<file path="src/verilog/reset_cause_pkg.sv">
/*
 * Shared constants and carrier types for the reset-cause and start-up block.
 * Assumes a single core clock and register offsets decoded on a plain strobe port.
 */
package reset_cause_pkg;

    localparam int ADDR_W = 8;
    localparam int DATA_W = 8;
    localparam int PC_W = 15;
    localparam int IRQ_W = 6;

    // Register offsets.
    localparam logic [7:0] REG_POWER_CONTROL = 8'h00;
    localparam logic [7:0] REG_CORE_STATUS = 8'h04;
    localparam logic [7:0] REG_IRQ_STATUS = 8'h08;
    localparam logic [7:0] REG_IRQ_MASK = 8'h0C;
    localparam logic [7:0] REG_PIN_CONTROL = 8'h10;

    // Power control register layout, bit 5 unimplemented.
    typedef struct packed {
        logic stackOverflowFlag;
        logic stackUnderflowFlag;
        logic unused;
        logic watchdogResetFlagN;
        logic pinResetFlagN;
        logic resetInstrFlagN;
        logic powerOnFlagN;
        logic brownoutFlagN;
    } power_control_s;

    localparam logic [7:0] POWER_CONTROL_REG_POR_VALUE = 8'h1D;
    localparam logic [7:0] POWER_CONTROL_REG_WRITE_MASK = 8'hDF;

    // Core status register fields.
    localparam int TIMEOUT_BIT = 4;
    localparam int POWERDOWN_BIT = 3;

    // Pin control register fields.
    localparam int PULLUP_BIT = 0;
    localparam int PIN_LEVEL_BIT = 1;
    localparam int PIN_RESET_ON_BIT = 2;

    // Interrupt cause bit positions.
    localparam int IRQ_POWER = 0;
    localparam int IRQ_PIN = 1;
    localparam int IRQ_WATCHDOG = 2;
    localparam int IRQ_INSTR = 3;
    localparam int IRQ_STACK = 4;
    localparam int IRQ_WAKE = 5;

    localparam logic [PC_W-1:0] RESET_VECTOR = 15'h0000;
    localparam logic [PC_W-1:0] IRQ_VECTOR = 15'h0004;

    localparam int START_DELAY_CYC = 10;
    localparam int FILTER_CYC_DEFAULT = 4;
    localparam int PWRT_CYC_DEFAULT = 1024;

    typedef enum logic [1:0] {
        SEQ_POWER,
        SEQ_PIN_HOLD,
        SEQ_DELAY,
        SEQ_RUN
    } seq_e;

    typedef struct packed {
        logic load;
        logic [PC_W-1:0] value;
        logic push;
        logic [PC_W-1:0] pushAddr;
    } pc_cmd_s;

endpackage

</file>
<file path="src/verilog/reset_cause_startup_control.sv">
/*
 * Reset-cause recording and start-up sequencing for a small core.
 * Assumes core events are one-cycle pulses on the core clock; the reset pin,
 * brown-out level and programming-mode level are asynchronous.
 */
// The implementer's own choices: strobed register access and the placing of the registers.
`timescale 1ns/1ns
// What this block does
// - Pin reset on if enable or low-voltage programming.
// - Enabled low pin holds device in reset.
// - Short low glitches on pin are filtered.
// - Reset pin is never driven low.
// - Disabled pin is input, software pull-up.
// - Missed watchdog clear resets, marks timeout flags.
// - Reset instruction resets, clears its flag.
// - Stack fault resets when enabled, sets flag.
// - Programming exit behaves as power-on reset.
// - Power-up timer optional, active-low enable.
// - Start waits for timer and pin release.
// - Expired timer: run ten cycles after pin.
// - Brown-out updates cause flags as documented.
// - Power-on sets flags and vector zero.
// - Pin reset clears pin flag; in sleep it sets timeout, clears powerdown.
// - Watchdog wake continues at next address.
// - Interrupt wake continues, vectors if enabled.
module reset_cause_startup_control #(
    parameter int PwrtCycles = reset_cause_pkg::PWRT_CYC_DEFAULT,
    parameter int FilterCycles = reset_cause_pkg::FILTER_CYC_DEFAULT
) (
    // Clock, power-on reset and enable.
    input wire logic clock,
    input wire logic rst,
    input wire logic ce,
    // Configuration settings.
    input wire logic extResetPinEnable,
    input wire logic lowVoltageProgramEnable,
    input wire logic stackResetEnable,
    input wire logic powerupTimerEnableN,
    // External reset pin.
    input wire logic extResetPinIn,
    output logic extResetPinOut,
    output logic extResetPinOe,
    output logic extResetPullUp,
    // Analog and programming levels.
    input wire logic brownoutLevel,
    input wire logic programModeLevel,
    // Core events.
    input wire logic watchdogTimeout,
    input wire logic watchdogClearInstruction,
    input wire logic resetInstruction,
    input wire logic stackOverflow,
    input wire logic stackUnderflow,
    input wire logic sleepEnter,
    input wire logic sleeping,
    input wire logic irqWake,
    input wire logic globalIrqEnable,
    input wire logic [reset_cause_pkg::PC_W-1:0] pcCurrent,
    // Core control.
    output logic coreReset,
    output reset_cause_pkg::pc_cmd_s pcCmd,
    // Register port.
    input wire logic [reset_cause_pkg::ADDR_W-1:0] regAddr,
    input wire logic [reset_cause_pkg::DATA_W-1:0] regWdata,
    input wire logic regWrite,
    input wire logic regRead,
    output logic [reset_cause_pkg::DATA_W-1:0] regRdata,
    // Interrupt.
    output logic irq
);
    import reset_cause_pkg::*;

    localparam int FILT_W = $clog2(FilterCycles + 1);
    localparam int PWRT_W = $clog2(PwrtCycles + 1);
    localparam logic [FILT_W-1:0] FILT_LAST = FILT_W'(FilterCycles - 1);
    localparam logic [PWRT_W-1:0] PWRT_LAST = PWRT_W'(PwrtCycles - 1);
    localparam logic [3:0] DELAY_LAST = 4'(START_DELAY_CYC - 1);

    logic pinSync1_r, pinSync2_r, pinFilt_r;
    logic boSync1_r, boSync2_r, boPrev_r;
    logic pmSync1_r, pmSync2_r, pmPrev_r;
    logic [FILT_W-1:0] filtCnt_r;
    logic [PWRT_W-1:0] pwrtCnt_r;
    logic pwrtDone_r;
    logic [3:0] delayCnt_r;
    seq_e state_r, state_nxt;
    power_control_s power_control_reg_r;
    logic timeoutN_r, powerdownN_r;
    logic [IRQ_W-1:0] irqStatus_r, irqMask_r, irqEvents;
    logic pullUpSw_r;
    logic pinEnabled, pinLow, boRise, progExit, powerEvent;
    logic running, pinResetEv, wdtResetEv, instrResetEv, stackResetEv, restartEv;
    logic wdtWakeEv, irqWakeEv;
    logic pconWrite, irqStatusWrite;

    ////////////////////////////////////////////////////////////////////////////
    // Input synchronisers and pin filter.

    always_ff @(posedge clock or posedge rst) begin
        if (rst) begin
            pinSync1_r <= 1'b1;
            pinSync2_r <= 1'b1;
            boSync1_r <= 1'b0;
            boSync2_r <= 1'b0;
            boPrev_r <= 1'b0;
            pmSync1_r <= 1'b0;
            pmSync2_r <= 1'b0;
            pmPrev_r <= 1'b0;
        end else if (ce) begin
            pinSync1_r <= extResetPinIn;
            pinSync2_r <= pinSync1_r;
            boSync1_r <= brownoutLevel;
            boSync2_r <= boSync1_r;
            boPrev_r <= boSync2_r;
            pmSync1_r <= programModeLevel;
            pmSync2_r <= pmSync1_r;
            pmPrev_r <= pmSync2_r;
        end
    end

    // A level must differ for FilterCycles cycles in a row before it is taken.
    always_ff @(posedge clock or posedge rst) begin
        if (rst) begin
            filtCnt_r <= '0;
            pinFilt_r <= 1'b1;
        end else if (ce) begin
            if (pinSync2_r == pinFilt_r) begin
                filtCnt_r <= '0;
            end else if (filtCnt_r == FILT_LAST) begin
                filtCnt_r <= '0;
                pinFilt_r <= pinSync2_r;
            end else begin
                filtCnt_r <= filtCnt_r + 1'b1;
            end
        end
    end

    assign pinEnabled = extResetPinEnable | lowVoltageProgramEnable;
    assign pinLow = pinEnabled & ~pinFilt_r;
    // The pin is input only in every state.
    assign extResetPinOut = 1'b0;
    assign extResetPinOe = 1'b0;
    assign extResetPullUp = pinEnabled ? 1'b1 : pullUpSw_r;

    assign boRise = boSync2_r & ~boPrev_r;
    assign progExit = ~pmSync2_r & pmPrev_r;
    assign powerEvent = boRise | progExit;

    ////////////////////////////////////////////////////////////////////////////
    // Power-up timer, free of the pin.

    always_ff @(posedge clock or posedge rst) begin
        if (rst) begin
            pwrtCnt_r <= '0;
            pwrtDone_r <= 1'b0;
        end else if (ce) begin
            if (powerEvent || boSync2_r) begin
                pwrtCnt_r <= '0;
                pwrtDone_r <= 1'b0;
            end else if (powerupTimerEnableN) begin
                pwrtDone_r <= 1'b1;
            end else if (!pwrtDone_r) begin
                pwrtCnt_r <= pwrtCnt_r + 1'b1;
                pwrtDone_r <= (pwrtCnt_r == PWRT_LAST);
            end
        end
    end

    ////////////////////////////////////////////////////////////////////////////
    // Start-up sequencer.

    assign running = (state_r == SEQ_RUN);
    assign pinResetEv = running & pinLow;
    assign wdtResetEv = running & ~pinLow & watchdogTimeout & ~sleeping;
    assign instrResetEv = running & ~pinLow & resetInstruction;
    assign stackResetEv = running & ~pinLow & stackResetEnable & (stackOverflow | stackUnderflow);
    assign restartEv = wdtResetEv | instrResetEv | stackResetEv;
    assign wdtWakeEv = running & ~pinLow & watchdogTimeout & sleeping;
    assign irqWakeEv = running & ~pinLow & irqWake & sleeping & ~watchdogTimeout;

    always_comb begin
        state_nxt = state_r;
        case (state_r)
            SEQ_POWER: begin
                if (pwrtDone_r && !boSync2_r) begin
                    state_nxt = pinLow ? SEQ_PIN_HOLD : SEQ_RUN;
                end
            end
            SEQ_PIN_HOLD: begin
                if (!pinLow) begin
                    state_nxt = SEQ_DELAY;
                end
            end
            SEQ_DELAY: begin
                if (pinLow) begin
                    state_nxt = SEQ_PIN_HOLD;
                end else if (delayCnt_r == DELAY_LAST) begin
                    state_nxt = SEQ_RUN;
                end
            end
            SEQ_RUN: begin
                if (pinLow) begin
                    state_nxt = SEQ_PIN_HOLD;
                end else if (restartEv) begin
                    state_nxt = SEQ_DELAY;
                end
            end
            default: state_nxt = SEQ_POWER;
        endcase
        if (powerEvent || boSync2_r) begin
            state_nxt = SEQ_POWER;
        end
    end

    always_ff @(posedge clock or posedge rst) begin
        if (rst) begin
            state_r <= SEQ_POWER;
        end else if (ce) begin
            state_r <= state_nxt;
        end
    end

    always_ff @(posedge clock or posedge rst) begin
        if (rst) begin
            delayCnt_r <= '0;
        end else if (ce) begin
            delayCnt_r <= (state_r == SEQ_DELAY && !pinLow) ? delayCnt_r + 1'b1 : 4'h0;
        end
    end

    // Program counter commands: restart, next address, or interrupt vector.
    always_ff @(posedge clock or posedge rst) begin
        if (rst) begin
            pcCmd <= '0;
        end else if (ce) begin
            pcCmd <= '0;
            if (!running && state_nxt == SEQ_RUN) begin
                pcCmd.load <= 1'b1;
                pcCmd.value <= RESET_VECTOR;
            end else if (wdtWakeEv) begin
                pcCmd.load <= 1'b1;
                pcCmd.value <= pcCurrent + 1'b1;
            end else if (irqWakeEv) begin
                pcCmd.load <= 1'b1;
                pcCmd.value <= globalIrqEnable ? IRQ_VECTOR : pcCurrent + 1'b1;
                pcCmd.push <= globalIrqEnable;
                pcCmd.pushAddr <= pcCurrent + 1'b1;
            end
        end
    end

    assign coreReset = ~running;

    ////////////////////////////////////////////////////////////////////////////
    // Cause flags. Firmware writes land first so a same-cycle event wins.

    assign pconWrite = regWrite && regAddr == REG_POWER_CONTROL;

    always_ff @(posedge clock or posedge rst) begin
        if (rst) begin
            power_control_reg_r <= POWER_CONTROL_REG_POR_VALUE;
        end else if (ce) begin
            if (pconWrite) begin
                power_control_reg_r <= power_control_s'(regWdata & POWER_CONTROL_REG_WRITE_MASK);
            end
            if (progExit) begin
                power_control_reg_r <= POWER_CONTROL_REG_POR_VALUE;
            end else if (boRise) begin
                power_control_reg_r.stackOverflowFlag <= 1'b0;
                power_control_reg_r.stackUnderflowFlag <= 1'b0;
                power_control_reg_r.pinResetFlagN <= 1'b1;
                power_control_reg_r.resetInstrFlagN <= 1'b1;
                power_control_reg_r.brownoutFlagN <= 1'b0;
            end else begin
                // Flags not named by the cause keep their value.
                if (pinResetEv) power_control_reg_r.pinResetFlagN <= 1'b0;
                if (wdtResetEv) power_control_reg_r.watchdogResetFlagN <= 1'b0;
                if (instrResetEv) power_control_reg_r.resetInstrFlagN <= 1'b0;
                if (stackResetEv && stackOverflow) power_control_reg_r.stackOverflowFlag <= 1'b1;
                if (stackResetEv && stackUnderflow) power_control_reg_r.stackUnderflowFlag <= 1'b1;
            end
        end
    end

    always_ff @(posedge clock or posedge rst) begin
        if (rst) begin
            timeoutN_r <= 1'b1;
            powerdownN_r <= 1'b1;
        end else if (ce) begin
            if (powerEvent) begin
                timeoutN_r <= 1'b1;
                powerdownN_r <= 1'b1;
            end else if (pinResetEv && sleeping) begin
                timeoutN_r <= 1'b1;
                powerdownN_r <= 1'b0;
            end else if (wdtWakeEv) begin
                timeoutN_r <= 1'b0;
                powerdownN_r <= 1'b0;
            end else if (wdtResetEv) begin
                timeoutN_r <= 1'b0;
            end else if (irqWakeEv) begin
                timeoutN_r <= 1'b1;
                powerdownN_r <= 1'b0;
            end else if (watchdogClearInstruction) begin
                timeoutN_r <= 1'b1;
                powerdownN_r <= 1'b1;
            end else if (sleepEnter) begin
                timeoutN_r <= 1'b1;
                powerdownN_r <= 1'b0;
            end
        end
    end

    ////////////////////////////////////////////////////////////////////////////
    // Interrupt status, mask and register port.

    assign irqEvents = {wdtWakeEv | irqWakeEv, stackResetEv, instrResetEv, wdtResetEv,
        pinResetEv, powerEvent};
    assign irqStatusWrite = regWrite && regAddr == REG_IRQ_STATUS;

    always_ff @(posedge clock or posedge rst) begin
        if (rst) begin
            irqStatus_r <= '0;
            irqMask_r <= '0;
            pullUpSw_r <= 1'b0;
        end else if (ce) begin
            irqStatus_r <= (irqStatus_r & ~(irqStatusWrite ? regWdata[IRQ_W-1:0] : '0))
                | irqEvents;
            if (regWrite && regAddr == REG_IRQ_MASK) begin
                irqMask_r <= regWdata[IRQ_W-1:0];
            end
            if (regWrite && regAddr == REG_PIN_CONTROL) begin
                pullUpSw_r <= regWdata[PULLUP_BIT];
            end
        end
    end

    assign irq = |(irqStatus_r & irqMask_r);

    always_ff @(posedge clock or posedge rst) begin
        if (rst) begin
            regRdata <= '0;
        end else if (ce) begin
            regRdata <= '0;
            if (regRead) begin
                case (regAddr)
                    REG_POWER_CONTROL: regRdata <= power_control_reg_r;
                    REG_CORE_STATUS: begin
                        regRdata[TIMEOUT_BIT] <= timeoutN_r;
                        regRdata[POWERDOWN_BIT] <= powerdownN_r;
                    end
                    REG_IRQ_STATUS: regRdata <= DATA_W'(irqStatus_r);
                    REG_IRQ_MASK: regRdata <= DATA_W'(irqMask_r);
                    REG_PIN_CONTROL: begin
                        regRdata[PULLUP_BIT] <= pullUpSw_r;
                        regRdata[PIN_LEVEL_BIT] <= pinSync2_r;
                        regRdata[PIN_RESET_ON_BIT] <= pinEnabled;
                    end
                    default: regRdata <= '0;
                endcase
            end
        end
    end
endmodule
</file>
<file path="config.mk">
export PLATFORM = sky130hd
export DESIGN_NAME = reset_cause_startup_control
export DESIGN_NICKNAME = d
export VERILOG_FILES = /design/src/verilog/reset_cause_pkg.sv /design/src/verilog/reset_cause_startup_control.sv
export SDC_FILE = /design/constraint.sdc
export NUM_CORES = 1
export LEC_CHECK = 0
export BUFFER_PORTS_ARGS = -buffer_cell sky130_fd_sc_hd__buf_2
export CORE_ASPECT_RATIO = 0.9
export CORE_MARGIN = 2
export CORE_UTILIZATION = 40
export CTS_CLUSTER_DIAMETER = 60
export CTS_CLUSTER_SIZE = 30
export DETAILED_ROUTE_END_ITERATION = 10
export SYNTH_ARGS = -nofsm -noshare
export SYNTH_HDL_FRONTEND = slang
export SYNTH_SLANG_ARGS = --single-unit
export TNS_END_PERCENT = 5
</file>
<file path="constraint.sdc">
create_clock -name clock -period 3.95 [get_ports clock]
set_input_delay 0.79 -clock clock [delete_from_list [all_inputs] [get_ports clock]]
set_output_delay 0.79 -clock clock [all_outputs]
set_load 0.005 [all_outputs]
</file>
# == Word-level counts from Yosys, hierarchy flattened ==
# Cells that the tools add are included.
# classes
bitwise_logic,32
reduce_logical,37
addsub,4
eq_ne,15
n_mux,59
# op_table
cell,n
16-bit 2-to-1 mux,4
11-bit 2-to-1 mux,3
32-bit 2-to-1 mux,1
1-bit 2-to-1 mux,28
2-bit 2-to-1 mux,11
2-bit AND reduction,9
"8-bit by 4-bit == test with 1-bit output, second input constant",2
8-bit 2-to-1 mux,2
2-bit one-hot mux with 4 select lines,2
4-bit nonzero test,4
"15-bit by 1-bit adder with 15-bit output, second input constant",1
15-bit 2-to-1 mux,1
1-bit bitwise AND,14
6-bit bitwise AND,2
3-bit one-hot mux with 4 select lines,1
"11-bit by 1-bit adder with 11-bit output, second input constant",1
"11-bit by 10-bit == test with 1-bit output, second input constant",1
1-bit logical AND,10
3-bit 2-to-1 mux,3
3-bit one-hot mux with 3 select lines,1
3-bit AND reduction,3
"8-bit by 3-bit == test with 1-bit output, second input constant",1
"8-bit by 5-bit == test with 1-bit output, second input constant",1
8-bit zero test,1
23 further kinds,40
# word_totals
out_inout_bits,45
inputBits,52
ff_bits,93

# == Logic depth before layout (Yosys ltp) ==
# Gate-level depths: netlist of the first run.
# logic_depth
word_depth,15
depth_mapped,6
depth_no_buf,6

# == Least setup slack after synthesis of the first run ==
# Ideal clock, no wire load.
# synth_timing
path_type,input-to-reg
start,input port regAddr[4] (netlist name)
end,register irqStatus_r[1]
t_arrival_ns,2.008
path_stages,6
required_ns,3.824
path_slack_ns,1.816
path_cell_list,buf_4 nor2b_4 nand3_2 or3_1 buf_2 a221o_1
# synth_via
elab_chain_len,6
# synth_rtl
item,line,source
start: declaration,reset_cause_startup_control.sv:62,"input wire logic [reset_cause_pkg::ADDR_W-1:0] regAddr,"
8-bit by 4-bit == test with 1-bit output,reset_cause_startup_control.sv:318,assign irqStatusWrite = regWrite && regAddr == REG_IRQ_STATUS;
1-bit logical AND,reset_cause_startup_control.sv:318,
6-bit 2-to-1 mux,reset_cause_startup_control.sv:326,irqStatus_r <= (irqStatus_r & ~(irqStatusWrite ? regWdata[IRQ_W-1:0] : '0))
6-bit NOT,reset_cause_startup_control.sv:326,
6-bit bitwise AND,reset_cause_startup_control.sv:326,
6-bit bitwise OR,reset_cause_startup_control.sv:327,| irqEvents;
end signal: assignment,reset_cause_startup_control.sv:326,
end: declaration,reset_cause_startup_control.sv:88,"logic [IRQ_W-1:0] irqStatus_r, irqMask_r, irqEvents;"
# Every way passes these cells.
# A chain may end at the register's enable or synchronous reset.

==> flow_metrics.py, run 1 <==
metrics = {
    "floorplan": {
        "die_h_um": 107,
        "initial_utilization_pct": 41.2,
        "io_pins": 97,
        "dieArea_mm2": 0.0128,
        "design.core.area_mm2": 0.0115,
        "fp-row-count": 37,
        "die_x_um": 119,
    },
    "yosys": {
        "ys.warnings.count": 0,
        "synth_flop_cell": "dfrtp_1",
        "synth_seq_cells": 92,
        "postSynth.asyncResetShare_pct": 100,
        "syn-cell-area_mm2": 0.00475,
        "synth_edf_count": 0,
        "postSynthCellCount": 448,
        "yosysUniqueCellTypes": 67,
        "synth_area_per_cell_um2": 10.6,
        "yosysSeqAreaShare_pct": 48.7,
    },
    "timing": {
        "fin_crit_sh_pct": 59.8,
        "finalClockSkew_ns": 0.00424,
        "drv_slew": 0,
        "rsz0062_at_grt": "no",
        "tightestPinTransition_ns": 0.889,
        "max_freq_ghz": 0.424,
        "fin_ws_ns": 1.59,
        "setup_viol": 0,
        "post-route-min-period_ns": 2.36,
        "hold_viol": 0,
        "whs_ns": 0.474,
        "fin_setup_tns_ns": 0,
        "slew-limit-headroom_pct": 40.6,
    },
    "finish": {
        "antenna_cells": 0,
        "n_fill_cell": 1119,
        "drive_gt1_share_pct": 28.4,
        "fin_area_mm2": 0.00561,
        "final_cells": 694,
        "area_delta_synth_final_pct": 18.1,
        "nNetsFinal": 590,
        "finalCoreUtilization_pct": 48.7,
    },
    "setup_path": {
        "critPathMaxFanout": 31,
        "startpoint_type": "input port",
        "path_cells": "buf_2 > nand4_1 > nor2_1 > nand3b_1 > o2bb2ai_1",
        "critPathMaxStageDelay_ns": 0.53,
        "worstSetupPathType": "input port to flip-flop",
        "required_ns": 4.20,
        "arrival_ns": 2.61,
        "crit_slowest_cell": "nand3b_1",
        "crit_buf_inv": 1,
        "setup.worst_path.end_class": "flip-flop",
        "cpLargestDelayFamily": "simple AND/OR/NAND/NOR gates",
    },
    "route": {
        "drt-total-wl_um": 12200,
        "drtIter0Drc": 273,
        "drc": 0,
        "first_pass_iters": 4,
        "wl_per_cell_um": 17.5,
        "ant_nets": 0,
        "avgViaCountPerCell": 5.58,
        "num_vias": 3874,
    },
    "power": {
        "power_density_mw_per_mm2": 407,
        "p_leak_nw": 2.57,
        "power_mw": 2.28,
        "ir_worst_vdd_mv": 0.227,
    },
    "global_routing": {
        "antenna_found_initial": 0,
        "grt_usage_pct": 19.7,
        "grt_max_degree": 51,
        "grt_pass1_wl_um": 19600,
        "grt_pass1_vias": 3749,
        "grt-ovfl-total": 0,
    },
    "cts": {
        "hold_buffers": 0,
        "clockRootBuffer": "clkbuf_16",
        "clkLatencyLatePin_ns": 0.34,
        "clk_path_buf_depth": 2,
        "postCtsSetupBuffers": 0,
        "post_cts_resize_count": 0,
        "clock_sinks": 92,
        "clkTransAtPathRegs_ns": 0.06,
        "cts_buffers": 9,
        "tritoncts": "built",
        "cts-htree-levels": 3,
    },
    "place": {
        "dp_slack_ns": 1.28,
        "gp_congestion": 0.840,
        "dp_hpwl_um": 8830,
        "place_inst": 678,
        "portBuffers": 94,
        "place_area_mm2": 0.00534,
    },
    "job": {
        "drv_cap": 0,
    },
    "worst_hold_path": {
        "holdCritPathClass": "flip-flop to flip-flop",
    },
    "run_status": {
        "status": "complete, no violations",
    },
}
-- final timing paths --
path | from | endpoint | slack (ns) | depth (start not counted)
setup / recovery | ce | pcCmd[9] | 1.59 | 5
hold / removal | boSync1_r | boSync2_r | 0.47 | 2
setup reg to reg | pmSync2_r | pwrtCnt_r[9] | 1.88 | 4
hold reg to reg | boSync1_r | boSync2_r | 0.47 | 2
max in group asynchronous | rst | pinSync1_r | 2.62 | 3
min in group asynchronous | rst | regRdata[3] | 0.55 | 2
-- power breakdown --
group	total, mW	internal (mW)	switching (mW)
registers	1.09	1.02	0.0651
clock network	0.808	0.460	0.348
logic	0.387	0.161	0.226
-- tightest hold or removal path: cells and delay by family, from the launching register on --
kind	cells	cell delay (ns)
simple gates	1	0.05
flops	1	0.34
compound gates	1	0.06
-- sequential cells by signal (all words and copies together), names as in the netlist, 2 cells and up --
register             flops
irqStatus_r              6
power_control_reg_r      7
pwrtCnt_r               11
filtCnt_r                3
state_r                  2
delayCnt_r               4
regRdata                 8
irqMask_r                6
pcCmd                   32
-- synthesized netlist by cell type (3+ instances only) --
library cell / instances / area, µm²
a22o_1: 5 / 43.8
a211oi_1: 5 / 37.5
nor4_1: 4 / 25.0
a31oi_1: 3 / 18.8
ha_1: 5 / 62.6
o31ai_1: 4 / 30.0
nand3_1: 19 / 95.1
mux2_4: 6 / 90.1
a221o_1: 3 / 30.0
xor2_1: 11 / 96.3
clkbuf_1: 11 / 41.3
a21oi_1: 10 / 50.1
nand4_1: 11 / 68.8
buf_1: 4 / 15.0
nor2_1: 28 / 105
o22ai_1: 4 / 25.0
and3_1: 4 / 25.0
a22oi_1: 3 / 22.5
nor3_1: 3 / 15.0
dfrtp_1: 83 / 2080
xnor2_1: 5 / 43.8
nor2b_1: 7 / 43.8
o2bb2ai_1: 35 / 307
and4_1: 5 / 43.8
o21ai_0: 26 / 130
nand2_1: 22 / 82.6
inv_1: 21 / 78.8
dfstp_2: 9 / 236
buf_2: 3 / 15.0
mux2_2: 14 / 158
or3_1: 8 / 50.1
buf_4: 6 / 45.0
nand2b_1: 6 / 37.5
or4b_1: 3 / 30.0
a32o_1: 4 / 40.0
and2_1: 5 / 31.3
-- final cells by class --
class / count / area (µm²) / area share [%]
clock buffers: 14 / 264 / 4.70
flip-flops and latches: 92 / 2310 / 41.2
clock inverters: 2 / 10.0 / 0.178
multi-input cells: 310 / 2230 / 39.8
repair buffers: 98 / 513 / 9.14
well taps: 156 / 195 / 3.48
inverters: 22 / 83.8 / 1.49
-- cell families after synthesis --
group	synth area share [%]
compound gates	19.5
fa+ha+maj	1.32
buf+inv	4.42
flops	48.7
xor+xnor	2.95
mux	6.74
simple gates	16.3
other cells	0.0789
-- per-layer routing --
layer,GRT usage [%],wire length (µm),up-vias
met5,0,0,-
met4,6.38,196,0
met3,6.09,760,16
met2,30.3,5560,111
met1,26.7,5630,1893
li1,-,-,1854
-- cell usage in the layout (no fill, tap or decap), drive strengths merged, types with 3 or more instances in the layout --
cell      n
a211oi    5
a21o      3
a21oi    10
a221o     3
a22o      5
a22oi     3
a31oi     3
a32o      4
and2      5
and3      5
and4      5
buf      98
clkbuf   14
clkinv    3
dfrtp    83
dfstp     9
ha        5
inv      21
mux2     20
nand2    22
nand2b    6
nand3    20
nand4    11
nor2     28
nor2b     8
nor3      5
nor4      5
o21ai    27
o22ai     4
o2bb2ai  35
o31ai     4
or3       8
or4b      3
xnor2     5
xor2     11
Note: power is estimated with default switching activity, not from simulation.
==> inputs of run 2 (changes only) <==
- ABC_AREA: unset -> 1
- clock period: 3.95 -> 2.3 ns (I/O delays scaled with it)
==> flow_metrics.py, run 2 <==
metrics = {
    "finish": {
        "largest_register_ffs": 32,
        "top_regs": "pcCmd: 32 flops, pwrtCnt_r: 11 flops, regRdata: 8 flops",
        "largest_register": "pcCmd",
        "n_fill_cell": 1158,
        "antenna_cells": 0,
        "drive_gt1_share_pct": 22.3,
        "multi_input_area_mm2": 0.00218,
        "nNetsFinal": 751,
        "area_delta_synth_final_pct": 21.2,
        "layout_common_cells": "195 x nand2_1, 94 x buf_2, 83 x dfrtp_1",
        "fin_area_mm2": 0.00581,
        "final_common_cell": "nand2_1",
        "regArea_mm2": 0.00231,
        "final_cells": 855,
    },
    "floorplan": {
        "dieArea_mm2": 0.0129,
        "die_h_um": 108,
        "initial_utilization_pct": 41.4,
        "io_pins": 97,
        "design.core.area_mm2": 0.0116,
        "fp-row-count": 37,
        "die_x_um": 119,
    },
    "global_routing": {
        "antenna_found_initial": 0,
        "grt_pass1_vias": 4098,
        "grt-ovfl-total": 0,
        "grt_usage_pct": 19.7,
        "grt_max_degree": 93,
        "grt_pass1_wl_um": 20100,
    },
    "yosys": {
        "synthMuxAreaShare_pct": 0.209,
        "yosys.area_share.simple_pct": 30.0,
        "synth_flop_cell": "dfrtp_1",
        "synth_edf_count": 0,
        "synth_seq_cells": 92,
        "ys.warnings.count": 0,
        "postSynth.asyncResetShare_pct": 100,
        "post-synth-top-area-cell": "dfrtp_1",
        "synth.most_common_cell": "nand2_1",
        "synth_compound_area_share_pct": 10.7,
        "postSynthCellCount": 596,
        "yosysUniqueCellTypes": 44,
        "synthXorXnorAreaFrac_pct": 3.10,
        "syn-cell-area_mm2": 0.00480,
        "yosys-top-cells-area": "dfrtp_1 43%, nand2_1 15%, dfstp_2 4.9%, o21ai_0 4.7%, inv_1 4.4%",
        "yosys.area.top_type_share_pct": 43.3,
        "synthTopCellsByCount": "195 x nand2_1, 83 x dfrtp_1, 56 x inv_1, 45 x o21ai_0",
        "synth_fa_ha_area_share_pct": 1.30,
        "synth_top_family_by_area": "simple AND/OR/NAND/NOR gates",
        "yosysSeqAreaShare_pct": 48.2,
        "synth_area_per_cell_um2": 8.05,
    },
    "route": {
        "avgViaCountPerCell": 4.95,
        "wl_per_cell_um": 14.1,
        "first_pass_iters": 5,
        "drtIter0Drc": 312,
        "drt-total-wl_um": 12000,
        "num_vias": 4228,
        "ant_nets": 0,
        "drc": 0,
    },
    "timing": {
        "finalClockSkew_ns": 0.00593,
        "post-route-min-period_ns": 1.91,
        "tightestPinTransition_ns": 0.510,
        "setup_viol": 0,
        "fin_crit_sh_pct": 82.9,
        "rsz0062_at_grt": "no",
        "max_freq_ghz": 0.525,
        "slew-limit-headroom_pct": 66.0,
        "drv_slew": 0,
        "hold_viol": 0,
        "fin_setup_tns_ns": 0,
    },
    "place": {
        "dp_hpwl_um": 8930,
        "gp_congestion": 0.918,
        "place_area_mm2": 0.00546,
        "place_inst": 839,
        "portBuffers": 94,
    },
    "run_status": {
        "status": "complete, no violations",
    },
    "cts": {
        "postCtsSetupBuffers": 0,
        "clkTransAtPathRegs_ns": 0.06,
        "cts-htree-levels": 3,
        "cts_buffers": 9,
        "clockRootBuffer": "clkbuf_16",
        "tritoncts": "built",
        "post_cts_resize_count": 0,
        "clk_path_buf_depth": 2,
        "clock_sinks": 92,
        "clkLatencyLatePin_ns": 0.34,
        "hold_buffers": 0,
    },
    "power": {
        "power_density_mw_per_mm2": 740,
        "p_leak_nw": 3.06,
        "ir_worst_vdd_mv": 0.345,
    },
    "setup_path": {
        "startpoint_type": "flip-flop",
        "r2r_end": "pcCmd[11]",
        "worstSetupPathType": "flip-flop to output port",
        "timing.rr.start": "pinFilt_r",
        "r2r.worst_path.cells": 6,
        "arrival_ns": 1.45,
        "required_ns": 1.84,
        "setup.worst_path.end_class": "output port",
        "critPathMaxFanout": 3,
        "r2r_slack_ns": 0.68,
    },
    "job": {
        "drv_cap": 0,
    },
    "worst_hold_path": {
        "holdCritPathClass": "input port to asynchronous set/reset pin",
    },
}
## run 2: changes by cell type after synthesis, moves of 17 or more
| cell | change |
|---|---|
| o21ai_0 | +19 |
| inv_1 | +35 |
| o2bb2ai_1 | -35 |
| nand2_1 | +173 |
| nand3_1 | +17 |
## run 2: worst max-delay path by stage
stage	startpoint	slack (ns)	cells after the start	end
3_3_place_gp	lowVoltageProgramEnable	0.49	9	pcCmd[31]
6_report	irqStatus_r[4]	0.39	5	irq
5_1_grt	irqMask_r[3]	0.34	5	irq
3_5_place_dp	lowVoltageProgramEnable	0.44	9	pcCmd[31]
2_1_floorplan	rst	0.77	1	boPrev_r
4_1_cts	irqStatus_r[3]	0.38	5	irq
## run 2: cell type report
class / instances / area share [%]
tap: 156 / 3.36
multi-input combinational: 429 / 37.5
clock inverter: 5 / 2.15
timing repair buffer: 99 / 8.95
sequential: 92 / 39.8
clock buffer: 11 / 4.00
inverter: 63 / 4.20
## run 2: cell families (layout without fill, tap and decap cells)
family | after synthesis | count (layout)
other cells | 1 | 2
flops | 92 | 92
compound gates | 85 | 85
mux | 1 | 1
fa+ha+maj | 5 | 5
buf+inv | 76 | 178
xor+xnor | 17 | 17
simple gates | 319 | 319
## run 2: per-stage QoR
step / total power [mW] / utilization, % / hold WS, ns / setup WS (ns)
after global placement: 2.53 / 47.1 / 0.458 / 0.485
after detailed placement: 2.55 / 47.1 / 0.461 / 0.443
final: 4.30 / 50.2 / 0.229 / 0.394
after global routing: 4.52 / 50.2 / 0.283 / 0.338
after floorplan: 2.32 / - / 0.442 / 0.770
after CTS: 4.35 / 50.2 / 0.279 / 0.377
## run 2: report_power, final
group	switching, mW	internal [mW]	leakage (nW)
clock network	0.614	1.17	0.174
registers	0.119	1.79	1.23
logic	0.405	0.210	1.66
total	1.14	3.17	3.06
## run 2: routing by layer
metal	wire [µm]	track usage (%)	up-vias	part of all wire [%]
met5	0	0	-	0
met3	841	6.04	12	7.0
met2	5620	32.2	116	47
li1	-	-	2136	-
met4	133	5.71	0	1.1
met1	5430	25.2	1964	45
## run 2: worst max-delay path, cell delays in order, from the launching register on
cell	delay, ns
dfrtp_1	0.41
nand2_1	0.08
nand2_1	0.05
a221oi_1	0.29
nand3_1	0.13
buf_2	0.15
